===== src/rtl/hio_pkg.sv =====
// package of offsets, fields, reset values and timing for the host interrupt output stage
package hio_pkg;
	// ==========================================
	// register offsets
	localparam logic [7:0] HIO_OFS_CONFIG = 8'h54;
	localparam logic [7:0] HIO_OFS_STATUS = 8'h58;
	localparam logic [7:0] HIO_OFS_ENABLE = 8'h5c;
	// ==========================================
	// field positions of the interrupt output configuration, and the wake source bit of status and enable
	localparam int HIO_CFG_INTERVAL_LSB = 24;
	localparam int HIO_CFG_INTERVAL_MSB = 31;
	localparam int HIO_CFG_RESTART_BIT = 14;
	localparam int HIO_CFG_ACTIVE_BIT = 13;
	localparam int HIO_CFG_MASTER_BIT = 12;
	localparam int HIO_CFG_ENABLE_BIT = 8;
	localparam int HIO_CFG_POLARITY_BIT = 4;
	localparam int HIO_CFG_BUFTYPE_BIT = 0;
	localparam int HIO_WAKE_BIT = 17;
	// ==========================================
	// reset values
	localparam logic [31:0] HIO_CONFIG_RESET = 32'h00000000;
	localparam logic [31:0] HIO_STATUS_RESET = 32'h00000000;
	localparam logic [31:0] HIO_ENABLE_RESET = 32'h00000000;
	// ==========================================
	// timing: hold-off unit in microseconds, clock in MHz
	localparam int HIO_UNIT_US = 10;
	localparam int HIO_CLK_MHZ = 125;
	localparam int HIO_UNIT_CYCLES = HIO_UNIT_US * HIO_CLK_MHZ;
	// ==========================================
	// configuration carrier
	typedef struct packed {
		logic [7:0] interval;
		logic irq_enable;
		logic polarity;
		logic push_pull;
	} hio_cfg_t;
endpackage


===== src/rtl/hio_holdoff_timer.sv =====
// hold-off interval timer counting whole units of a fixed cycle length
`timescale 1ns/100ps
module hio_holdoff_timer
	import hio_pkg::*;
#(
	parameter int UNIT_CYCLES = HIO_UNIT_CYCLES
)
(
	input wire logic core_clk,
	input wire logic arst_n,
	input wire logic clear,
	input wire logic start,
	input wire logic [7:0] interval,
	output logic active
);
	// ==========================================
	// elaboration check
	// prescaler is sixteen bits wide, so longer units cannot be counted
	if (UNIT_CYCLES < 1 || UNIT_CYCLES > 65536)
		$error("unit length out of range");

	// ==========================================
	// state
	logic [15:0] prescale_reg;
	logic [15:0] prescale_next;
	logic [7:0] units_reg;
	logic [7:0] units_next;
	logic [7:0] limit_reg;
	logic [7:0] limit_next;
	logic active_reg;
	logic active_next;

	localparam logic [15:0] UNIT_LAST = 16'(UNIT_CYCLES - 1);

	always_comb
	begin
		prescale_next = prescale_reg;
		units_next = units_reg;
		limit_next = limit_reg;
		active_next = active_reg;
		if (clear)
		begin
			// zero interval drops the hold-off and resets the count
			prescale_next = 16'h0000;
			units_next = 8'h00;
			active_next = 1'b0;
		end
		else if (start)
		begin
			// interval latched here, so a later nonzero write only affects later interrupts
			prescale_next = 16'h0000;
			units_next = 8'h00;
			limit_next = interval;
			active_next = 1'b1;
		end
		else if (active_reg)
		begin
			if (prescale_reg == UNIT_LAST)
			begin
				prescale_next = 16'h0000;
				units_next = units_reg + 8'h01;
				if (units_reg + 8'h01 == limit_reg)
					active_next = 1'b0;
			end
			else
				prescale_next = prescale_reg + 16'h0001;
		end
	end

	always_ff @(posedge core_clk or negedge arst_n)
	begin
		if (!arst_n)
		begin
			prescale_reg <= 16'h0000;
			units_reg <= 8'h00;
			limit_reg <= 8'h00;
			active_reg <= 1'b0;
		end
		else
		begin
			prescale_reg <= prescale_next;
			units_reg <= units_next;
			limit_reg <= limit_next;
			active_reg <= active_next;
		end
	end

	assign active = active_reg;
endmodule


===== src/rtl/hio_irq_output.sv =====
// host interrupt output stage: status, enable, configuration and request pin
`timescale 1ns/100ps
module hio_irq_output
	import hio_pkg::*;
#(
	parameter int UNIT_CYCLES = HIO_UNIT_CYCLES
)
(
	input wire logic core_clk,
	input wire logic arst_n,
	input wire logic soft_rst,
	input wire logic [7:0] reg_addr,
	input wire logic reg_wr,
	input wire logic reg_rd,
	input wire logic [31:0] reg_wdata,
	output logic [31:0] reg_rdata,
	input wire logic [31:0] irq_sources,
	output logic irq_out,
	output logic irq_oe
);
	// ==========================================
	// register state
	hio_cfg_t cfg_reg;
	hio_cfg_t cfg_next;
	logic [31:0] status_reg;
	logic [31:0] status_next;
	logic [31:0] enable_reg;
	logic [31:0] enable_next;
	logic [31:0] rdata_reg;
	logic [31:0] rdata_next;
	logic deliver_reg;
	logic deliver_next;

	logic wr_cfg;
	logic wr_status;
	logic wr_enable;
	logic master;
	logic wake;
	logic deliver;
	logic request;
	logic holdoff_active;
	logic holdoff_clear;
	logic holdoff_start;
	logic [31:0] cfg_view;

	function automatic logic hit(input logic [7:0] a, input logic [7:0] ofs);
		hit = (a == ofs);
	endfunction

	assign wr_cfg = reg_wr && hit(reg_addr, HIO_OFS_CONFIG);
	assign wr_status = reg_wr && hit(reg_addr, HIO_OFS_STATUS);
	assign wr_enable = reg_wr && hit(reg_addr, HIO_OFS_ENABLE);

	// ==========================================
	// interrupt lines
	assign master = |(status_reg & enable_reg);
	assign wake = status_reg[HIO_WAKE_BIT] && enable_reg[HIO_WAKE_BIT];
	// wake source excluded so its ack never opens a hold-off window
	assign deliver = |(status_reg & enable_reg & ~(32'h1 << HIO_WAKE_BIT)) && !holdoff_active;
	assign request = cfg_reg.irq_enable && (deliver || wake);
	assign holdoff_clear = soft_rst || cfg_reg.interval == 8'h00;
	assign holdoff_start = (deliver_reg && !deliver) || (wr_cfg && reg_wdata[HIO_CFG_RESTART_BIT]);

	hio_holdoff_timer #(
		.UNIT_CYCLES(UNIT_CYCLES)
	) u_timer (
		.core_clk(core_clk),
		.arst_n(arst_n),
		.clear(holdoff_clear),
		.start(holdoff_start),
		.interval(cfg_reg.interval),
		.active(holdoff_active)
	);

	always_comb
	begin
		cfg_view = 32'h00000000;
		cfg_view[HIO_CFG_INTERVAL_MSB:HIO_CFG_INTERVAL_LSB] = cfg_reg.interval;
		cfg_view[HIO_CFG_ACTIVE_BIT] = holdoff_active;
		cfg_view[HIO_CFG_MASTER_BIT] = master;
		cfg_view[HIO_CFG_ENABLE_BIT] = cfg_reg.irq_enable;
		cfg_view[HIO_CFG_POLARITY_BIT] = cfg_reg.polarity;
		cfg_view[HIO_CFG_BUFTYPE_BIT] = cfg_reg.push_pull;
	end

	// ==========================================
	// register next values
	always_comb
	begin
		cfg_next = cfg_reg;
		status_next = status_reg;
		enable_next = enable_reg;
		rdata_next = rdata_reg;
		deliver_next = request && !wake ? deliver : 1'b0;
		if (wr_cfg)
		begin
			cfg_next.interval = reg_wdata[HIO_CFG_INTERVAL_MSB:HIO_CFG_INTERVAL_LSB];
			cfg_next.irq_enable = reg_wdata[HIO_CFG_ENABLE_BIT];
			cfg_next.polarity = reg_wdata[HIO_CFG_POLARITY_BIT];
			cfg_next.push_pull = reg_wdata[HIO_CFG_BUFTYPE_BIT];
		end
		if (wr_status)
			status_next = status_reg & ~reg_wdata;
		status_next = status_next | irq_sources; // set wins over clear
		if (wr_enable)
			enable_next = reg_wdata;
		if (reg_rd)
		begin
			if (hit(reg_addr, HIO_OFS_CONFIG))
				rdata_next = cfg_view;
			else if (hit(reg_addr, HIO_OFS_STATUS))
				rdata_next = status_reg;
			else if (hit(reg_addr, HIO_OFS_ENABLE))
				rdata_next = enable_reg;
			else
				rdata_next = 32'h00000000;
		end
		if (soft_rst)
		begin
			// buffer type is the only field kept across software reset
			cfg_next.interval = HIO_CONFIG_RESET[HIO_CFG_INTERVAL_MSB:HIO_CFG_INTERVAL_LSB];
			cfg_next.irq_enable = HIO_CONFIG_RESET[HIO_CFG_ENABLE_BIT];
			cfg_next.polarity = HIO_CONFIG_RESET[HIO_CFG_POLARITY_BIT];
			status_next = HIO_STATUS_RESET;
			enable_next = HIO_ENABLE_RESET;
			deliver_next = 1'b0;
		end
	end

	always_ff @(posedge core_clk or negedge arst_n)
	begin
		if (!arst_n)
		begin
			cfg_reg.interval <= HIO_CONFIG_RESET[HIO_CFG_INTERVAL_MSB:HIO_CFG_INTERVAL_LSB];
			cfg_reg.irq_enable <= HIO_CONFIG_RESET[HIO_CFG_ENABLE_BIT];
			cfg_reg.polarity <= HIO_CONFIG_RESET[HIO_CFG_POLARITY_BIT];
			cfg_reg.push_pull <= HIO_CONFIG_RESET[HIO_CFG_BUFTYPE_BIT];
			status_reg <= HIO_STATUS_RESET;
			enable_reg <= HIO_ENABLE_RESET;
			rdata_reg <= 32'h00000000;
			deliver_reg <= 1'b0;
		end
		else
		begin
			cfg_reg <= cfg_next;
			status_reg <= status_next;
			enable_reg <= enable_next;
			rdata_reg <= rdata_next;
			deliver_reg <= deliver_next;
		end
	end

	// ==========================================
	// pin drive: open-drain pulls low only while requesting
	assign irq_out = cfg_reg.push_pull ? (cfg_reg.polarity ? request : !request) : 1'b0;
	assign irq_oe = cfg_reg.push_pull ? 1'b1 : request;
	assign reg_rdata = rdata_reg;

	// ==========================================
	// assertions
	holdoff_start_a: assert property (@(posedge core_clk) disable iff (!arst_n)
		holdoff_start && !holdoff_clear |=> holdoff_active)
		else $error("hold-off did not start");
	zero_interval_a: assert property (@(posedge core_clk) disable iff (!arst_n)
		wr_cfg && reg_wdata[31:24] == 8'h00 |=> ##1 !holdoff_active)
		else $error("zero interval left hold-off running");
	wake_bypass_a: assert property (@(posedge core_clk) disable iff (!arst_n)
		wake && cfg_reg.irq_enable |-> request)
		else $error("wake event was held off");
	holdoff_withhold_a: assert property (@(posedge core_clk) disable iff (!arst_n)
		holdoff_active && !wake |-> !request)
		else $error("request leaked during hold-off");
	master_read_a: assert property (@(posedge core_clk) disable iff (!arst_n)
		reg_rd && hit(reg_addr, HIO_OFS_CONFIG) |=> reg_rdata[12] == $past(master))
		else $error("master bit read wrong");
	enable_gate_a: assert property (@(posedge core_clk) disable iff (!arst_n)
		!cfg_reg.irq_enable |-> !request)
		else $error("request while output disabled");
	polarity_pin_a: assert property (@(posedge core_clk) disable iff (!arst_n)
		cfg_reg.push_pull |-> irq_oe && irq_out == (request ~^ cfg_reg.polarity))
		else $error("push-pull level wrong");
	open_drain_a: assert property (@(posedge core_clk) disable iff (!arst_n)
		!cfg_reg.push_pull |-> !irq_out && irq_oe == request)
		else $error("open-drain drive wrong");
	buftype_keep_a: assert property (@(posedge core_clk) disable iff (!arst_n)
		soft_rst |=> cfg_reg.push_pull == $past(cfg_reg.push_pull))
		else $error("buffer type lost on soft reset");
	status_ack_a: assert property (@(posedge core_clk) disable iff (!arst_n)
		wr_status && reg_wdata[0] && !irq_sources[0] && !soft_rst |=> !status_reg[0])
		else $error("status bit not cleared");
	master_form_a: assert property (@(posedge core_clk) disable iff (!arst_n)
		cfg_view[12] == |(status_reg & enable_reg))
		else $error("master line mismatch");
	restart_begins_a: assert property (@(posedge core_clk) disable iff (!arst_n)
		wr_cfg && reg_wdata[HIO_CFG_RESTART_BIT] && cfg_reg.interval != 8'h00 && !soft_rst |=> holdoff_active)
		else $error("restart did not open hold-off");
	zero_drop_a: assert property (@(posedge core_clk) disable iff (!arst_n)
		cfg_reg.interval == 8'h00 |=> !holdoff_active)
		else $error("hold-off ran with zero interval");
	open_window_a: assert property (@(posedge core_clk) disable iff (!arst_n)
		!holdoff_active && cfg_reg.irq_enable && master |-> request)
		else $error("request missing outside hold-off");
	holdoff_cause_a: assert property (@(posedge core_clk) disable iff (!arst_n)
		$rose(holdoff_active) |-> $past(holdoff_start))
		else $error("hold-off began without cause");
	soft_reset_a: assert property (@(posedge core_clk) disable iff (!arst_n)
		soft_rst |=> status_reg == HIO_STATUS_RESET && enable_reg == HIO_ENABLE_RESET && !holdoff_active)
		else $error("soft reset left state behind");
endmodule


===== config.mk =====
export PLATFORM = sky130hd
export DESIGN_NAME = hio_irq_output
export DESIGN_NICKNAME = d
export VERILOG_FILES = /design/src/rtl/hio_pkg.sv /design/src/rtl/hio_holdoff_timer.sv /design/src/rtl/hio_irq_output.sv
export SDC_FILE = /design/constraint.sdc
export NUM_CORES = 1
export LEC_CHECK = 0
export BUFFER_PORTS_ARGS = -buffer_cell sky130_fd_sc_hd__clkbuf_2
export CAP_MARGIN = 40
export CELL_PAD_IN_SITES_DETAIL_PLACEMENT = 0
export CELL_PAD_IN_SITES_GLOBAL_PLACEMENT = 1
export CORE_UTILIZATION = 40
export DETAILED_ROUTE_END_ITERATION = 10
export PLACE_DENSITY = 0.85
export RECOVER_POWER = 100
export SLEW_MARGIN = 20
export SYNTH_ARGS = -nofsm -noshare
export SYNTH_HDL_FRONTEND = slang
export SYNTH_HIERARCHICAL = 1
export SYNTH_SLANG_ARGS = --single-unit

===== constraint.sdc =====
create_clock -name core_clk -period 2.9 [get_ports core_clk]
set_input_delay 0.145 -clock core_clk [delete_from_list [all_inputs] [get_ports core_clk]]
set_output_delay 0.145 -clock core_clk [all_outputs]
set_load 0.005 [all_outputs]

* Word level (Yosys, flattened, before mapping)
Index checks and enable logic that the tools add are counted.
** Word-level totals
- Latch bits :: 0
- Memory bits (read-only) :: 0
- Memory bits (writable) :: 0
- Memories kept :: 0
- Input port bits :: 77
- Register bits :: 141
** Cells by class
- Reductions and logical operators :: 25
- Shifts and indexed selects :: 0
- Bitwise logic cells :: 5
- Divide/modulo/power cells :: 0
- Magnitude comparators :: 0
- Multipliers :: 0
- Add/subtract/negate cells :: 2
- Equal/unequal tests :: 5
- Mux-type cells :: 27
** Operators by type and width (number)
- $mux 32 :: 7
- $and 32x32->32 :: 2
- $mux 16 :: 4
- $mux 8 :: 4
- $not 32->32 :: 1
- $or 32x32->32 :: 1
- $reduce_or 32->1 :: 1
- $reduce_or 31->1 :: 1
- $eq 8x7->1 const B :: 3
- $add 16x1->16 const B :: 1
- $eq 16x11->1 const B :: 1
- $mux 11 :: 1
- $mux 1 :: 10
- $mux 10 :: 1
- $logic_and 1x1->1 :: 9
- $add 8x1->8 const B :: 1
- $eq 8x8->1 :: 1
- $logic_not 8->1 :: 1
- $reduce_bool 3->1 :: 2
- $logic_not 1->1 :: 4
- $reduce_and 2->1 :: 2
- $reduce_bool 2->1 :: 2
- $logic_or 1x1->1 :: 3
- $not 1->1 :: 1

* Longest topological paths before layout
- Word-level depth :: 8
- Mapped depth :: 10
- Gate-level depth less buffers :: 10

* By module
The synthesis kept the hierarchy.
** Modules (own cells, without submodules)
- hio_irq_output :: area an instance 4839.6 um^2, cells an instance 464, seq. area each 2702.6 um^2, instances 1
- hio_holdoff_timer :: area an instance 1853.0 um^2, cells an instance 187, seq. area each 825.8 um^2, instances 1

* Least setup slack after synthesis
No wires, ideal clock.
- Path kind :: input-to-reg
- From :: in reg_addr[7]
- To :: reg u_timer.prescale_reg[7]
- Data required time :: 2.779 ns
- Library setup time :: 0.121 ns
- Arrival :: 2.592 ns
- Stages on the path :: 10
- Setup slack :: 0.187 ns
- Cell sequence :: or4b_4 -> nor2_2 -> nand4_1 -> buf_4 -> o2bb2ai_1 -> nor3_1 -> nor3b_1 -> and4_1 -> xnor2_1 -> nor2_1
** On the way
- Longest elaborated chain between the ends :: 6
** RTL lines
- from (decl) :: line hio_irq_output.sv:12 : input wire logic [7:0] reg_addr,
- $eq 8x7->1 * :: line hio_irq_output.sv:47 : hit = (a == ofs);
- $logic_and 1x1->1 * :: line hio_irq_output.sv:50 : assign wr_cfg = reg_wr && hit(reg_addr, HIO_OFS_CONFIG);
- $logic_and 1x1->1 * :: line hio_irq_output.sv:62 : assign holdoff_start = (deliver_reg && !deliver) || (wr_cfg && reg_wdata[HIO_CFG_RESTART_BIT]);
- $logic_or 1x1->1 * :: line hio_irq_output.sv:62
- via holdoff_start :: line hio_irq_output.sv:43 : logic holdoff_start;
- $mux 16 :: line hio_holdoff_timer.sv:48 : else if (start)
- $mux 16 :: line hio_holdoff_timer.sv:41 : if (clear)
- to (signal assigned) :: line hio_holdoff_timer.sv:81 : prescale_reg <= prescale_next;
- to (decl) :: line hio_holdoff_timer.sv:24 : logic [15:0] prescale_reg;
Mark *: on every way through the listed nets, which the timed path passes. The rest lies on a longest branch.
A chain may end at the register's enable or synchronous reset.

* Worst setup path in the final report
- From :: reg enable_reg[1]
- To :: reg u_timer.prescale_reg[7]
** On the way
- Longest elaborated chain between the ends :: 8
** RTL lines
- from (decl) :: line hio_irq_output.sv:27 : logic [31:0] enable_reg;
- from (signal assigned) :: line hio_irq_output.sv:147 : enable_reg <= enable_next;
- $and 32x32->32 * :: line hio_irq_output.sv:59 : assign deliver = |(status_reg & enable_reg & ~(32'h1 << HIO_WAKE_BIT)) && !holdoff_active;
- $reduce_or 31->1 * :: line hio_irq_output.sv:59
- $logic_and 1x1->1 * :: line hio_irq_output.sv:59
- $logic_not 1->1 * :: line hio_irq_output.sv:62
- $logic_and 1x1->1 * :: line hio_irq_output.sv:62
- $logic_or 1x1->1 * :: line hio_irq_output.sv:62
- via holdoff_start :: line hio_irq_output.sv:43
- $mux 16 :: line hio_holdoff_timer.sv:48
- $mux 16 :: line hio_holdoff_timer.sv:41
Marks and branches as above.

==> reports/summary.txt <==
Die Ht -> 131 microns
Hold path depth -> 2
Fin. Hold Viols -> 0
Clock root buffer -> clkbuf_16
Worst hold path class -> in2reg
Max cap viols -> 1
Ys Warns -> 6
Int Pwr -> 3.59 mW
Hold endpoint -> enable_reg[4]$_DFFE_PN0P_
RR Startpoint -> enable_reg[1]$_DFFE_PN0P_
Switching Share -> 23.4%
Post-CTS Setup Inserts -> 0
GRT met3 Usage -> 4.55%
Port Buffers -> 110
Worst R2R Path Depth -> 11
Status -> finished, violations left
Worst Skew -> 0.0146 ns
Mapped Nets -> 731
Yosys cell types -> 57
PD cells -> 545 nW/um^2
# H-tree levels -> 4
Worst setup EP type -> register
Iteration-0 DRC Markers -> 347
GRT Max-Usage Layer -> met2
Slew margin rel. -> -50.3%
# rows -> 46
Tcrit/Tclk final -> 92.2%
CTS sink count -> 141
Syn Area/Cell -> 10.3 sq um
Max-slew violations -> 39
Min Clock Period, post-route -> 2.67 ns
Worst Path Required -> 3.19 ns
Ys async rst share -> 100%
Die W -> 131 microns
Crit path kind -> reg2reg
Min-delay src -> reg_wdata[4]
Place WS -> 0.128 ns
Setup crit start kind -> register
Peak Freq -> 374 MHz
Synthesized area -> 6690 sq um
Final worst setup slack -> 0.227 ns
Largest net degree at the start of global routing -> 72
Vias in the first global route -> 5985
Post-DR wirelength/cell -> 18.0 microns
Die area -> 17300 sq um
Final nets -> 900
CP max FO -> 6
Clock transition at path regs -> 0.06 ns
Gate power share -> 7.1%
ANT cells -> 0
DR vias -> 5807
Overall power -> 4.69 mW
Final hold slack -> 0.0151 ns
R2R Setup Slk -> 0.23 ns
Failing checks -> capacitance limit, slew limit
Sequential share of power -> 43.9%
Main synth FF type -> dfrtp_1
Final wirelength -> 18.9 mm
Initial core utilization -> 41.5%
DRC -> 0
NetSw -> 1.10 mW
CTS Buffer Depth -> 2
Peak supply drop -> 420 uV
Via/cell ratio -> 5.54
Final Non-Filler Cells -> 1049
Grt total ovfl -> 0
Pleak -> 3.89 nW
CP arrival -> 2.97 ns
Clock Power Share -> 49.0%
Drt pass-1 iters -> 5
Met1 Usage GRT -> 28.9%
Seq cells post-synth -> 141
RD Place Congestion -> 0.883
Clk_lat worst skew -> 0.43 ns
Worst-Margin Slew -> 2.26 ns
Cell count after synthesis -> 651
Ports -> 111
Sequential fraction of the synthesis area -> 52.7%
Crit Reg-Reg Endpoint -> u_timer/prescale_reg[7]$_DFFE_PN0P_
M2 GR Usage -> 36.9%
Area growth, synth to finish -> 28.7%
Placed Cells -> 959
CTS buffer count -> 17
DP HPWL -> 13.0 mm
Number of synthesized flops with an enable pin -> 0
Remaining antenna violation count -> 0
CTS tree -> done
Final setup violating endpoints -> 0
First-pass GRT wire length -> 30.9 mm
Layout cells sized above 1 -> 20.6%
Core Area -> 16100 sq um
Total GRT Usage -> 22.6%
Initial antenna violation count -> 0
Post-layout util -> 53.4%
layer usage:
layer,part of all wire (%),up-vias
li1,-,2667
met1,44,2896
met2,48,204
met3,5.1,40
met4,2.7,0
met5,0,-
how the worst max path moves through the flow:
stage	from	to	slack (ns)
after global placement	enable_reg[10]$_DFFE_PN0P_	u_timer/prescale_reg[7]$_DFFE_PN0P_	0.22
after CTS	enable_reg[10]$_DFFE_PN0P_	u_timer/prescale_reg[7]$_DFFE_PN0P_	0.1
after floorplan	reg_addr[7]	u_timer/prescale_reg[7]$_DFFE_PN0P_	0.19
after global routing	enable_reg[1]$_DFFE_PN0P_	u_timer/prescale_reg[7]$_DFFE_PN0P_	-0.02
after detailed placement	enable_reg[10]$_DFFE_PN0P_	u_timer/prescale_reg[7]$_DFFE_PN0P_	0.13
final	enable_reg[1]$_DFFE_PN0P_	u_timer/prescale_reg[7]$_DFFE_PN0P_	0.23
kinds of logic after synthesis:
kind of cell,share of synthesized area (%)
and+or+nand+nor,17.0
xor gates and xnor gates,3.27
muxes,4.95
adders and majority gates,0.561
buffers and inverters,4.24
DFF,52.7
AOI/OAI and AO/OA,17.3
critical path, stage by stage, from the launching register on:
cell	delay (ns)
dfrtp_1	0.40
a22o_1	0.27
a221oi_1	0.28
and4_2	0.34
a21o_1	0.18
o2bb2ai_1	0.17
nor3_1	0.13
nor3b_1	0.21
buf_4	0.17
and4_1	0.21
xnor2_1	0.12
nor2_1	0.05
cells in the mapped netlist (all sizes together) (5+ instances only):
library cell  number  area [sq um]
a22oi             19           143
a22o              39           342
nor3               7          51.3
nor4               5          76.3
nand2             45           184
xnor2             10          87.6
mux2i             23           230
inv               23          86.3
clkbuf            20          75.1
buf               16           123
o22ai             13          81.3
nor2             106           403
and3               5          31.3
dfrtp            141          3530
a21oi             69           368
mux2               9           101
o21ai              7          35.0
a221oi             8          70.1
nand3             14          70.1
xor2              15           131
nand4              7          43.8
power by group through the flow:
stage	Sequential, mW	Combinational [mW]	Clock (mW)
finish	2.06	0.332	2.30
global route	2.07	0.365	2.40
CTS	2.06	0.338	2.31
detailed placement	2.09	0.278	0
global placement	2.09	0.274	0
floorplan	2.08	0.109	0
cell type report:
cell class | count | area, sq um
clock buffer | 20 | 467
clock inverter | 12 | 160
fill | 1420 | 7500
inverter | 23 | 86.3
multi-input combinational | 451 | 2860
sequential | 141 | 3530
tap | 216 | 270
timing repair buffer | 186 | 1240
cells in the final DEF (no fill, tap or decap), types with 13 or more instances in the layout:
master / n
o22ai_1: 13
nand2_1: 43
dlygate4sd3_1: 57
inv_1: 23
dfrtp_1: 141
xor2_1: 15
a21oi_1: 63
clkbuf_1: 22
nor2_1: 105
clkbuf_2: 93
mux2i_1: 23
clkbuf_16: 17
a22o_1: 39
a22oi_1: 19
nand3_1: 14
stage by stage:
stage,setup TNS [ns],area (sq um)
3_5_place_dp,0,7490
2_1_floorplan,0,6690
3_3_place_gp,0,7490
6_report,0,8610
5_1_grt,-0.0161,8610
4_1_cts,0,8680
timing repair:
| action | 4_1_cts | 5_1_grt |
|---|---|---|
| hold buffers | 57 | 0 |
| endpoints found under the setup margin | 0 | 15 |
| resized for setup | 0 | 6 |
| hold endpoints to repair | 93 | 0 |
No activity file was read; power rests on OpenSTA's default activity.
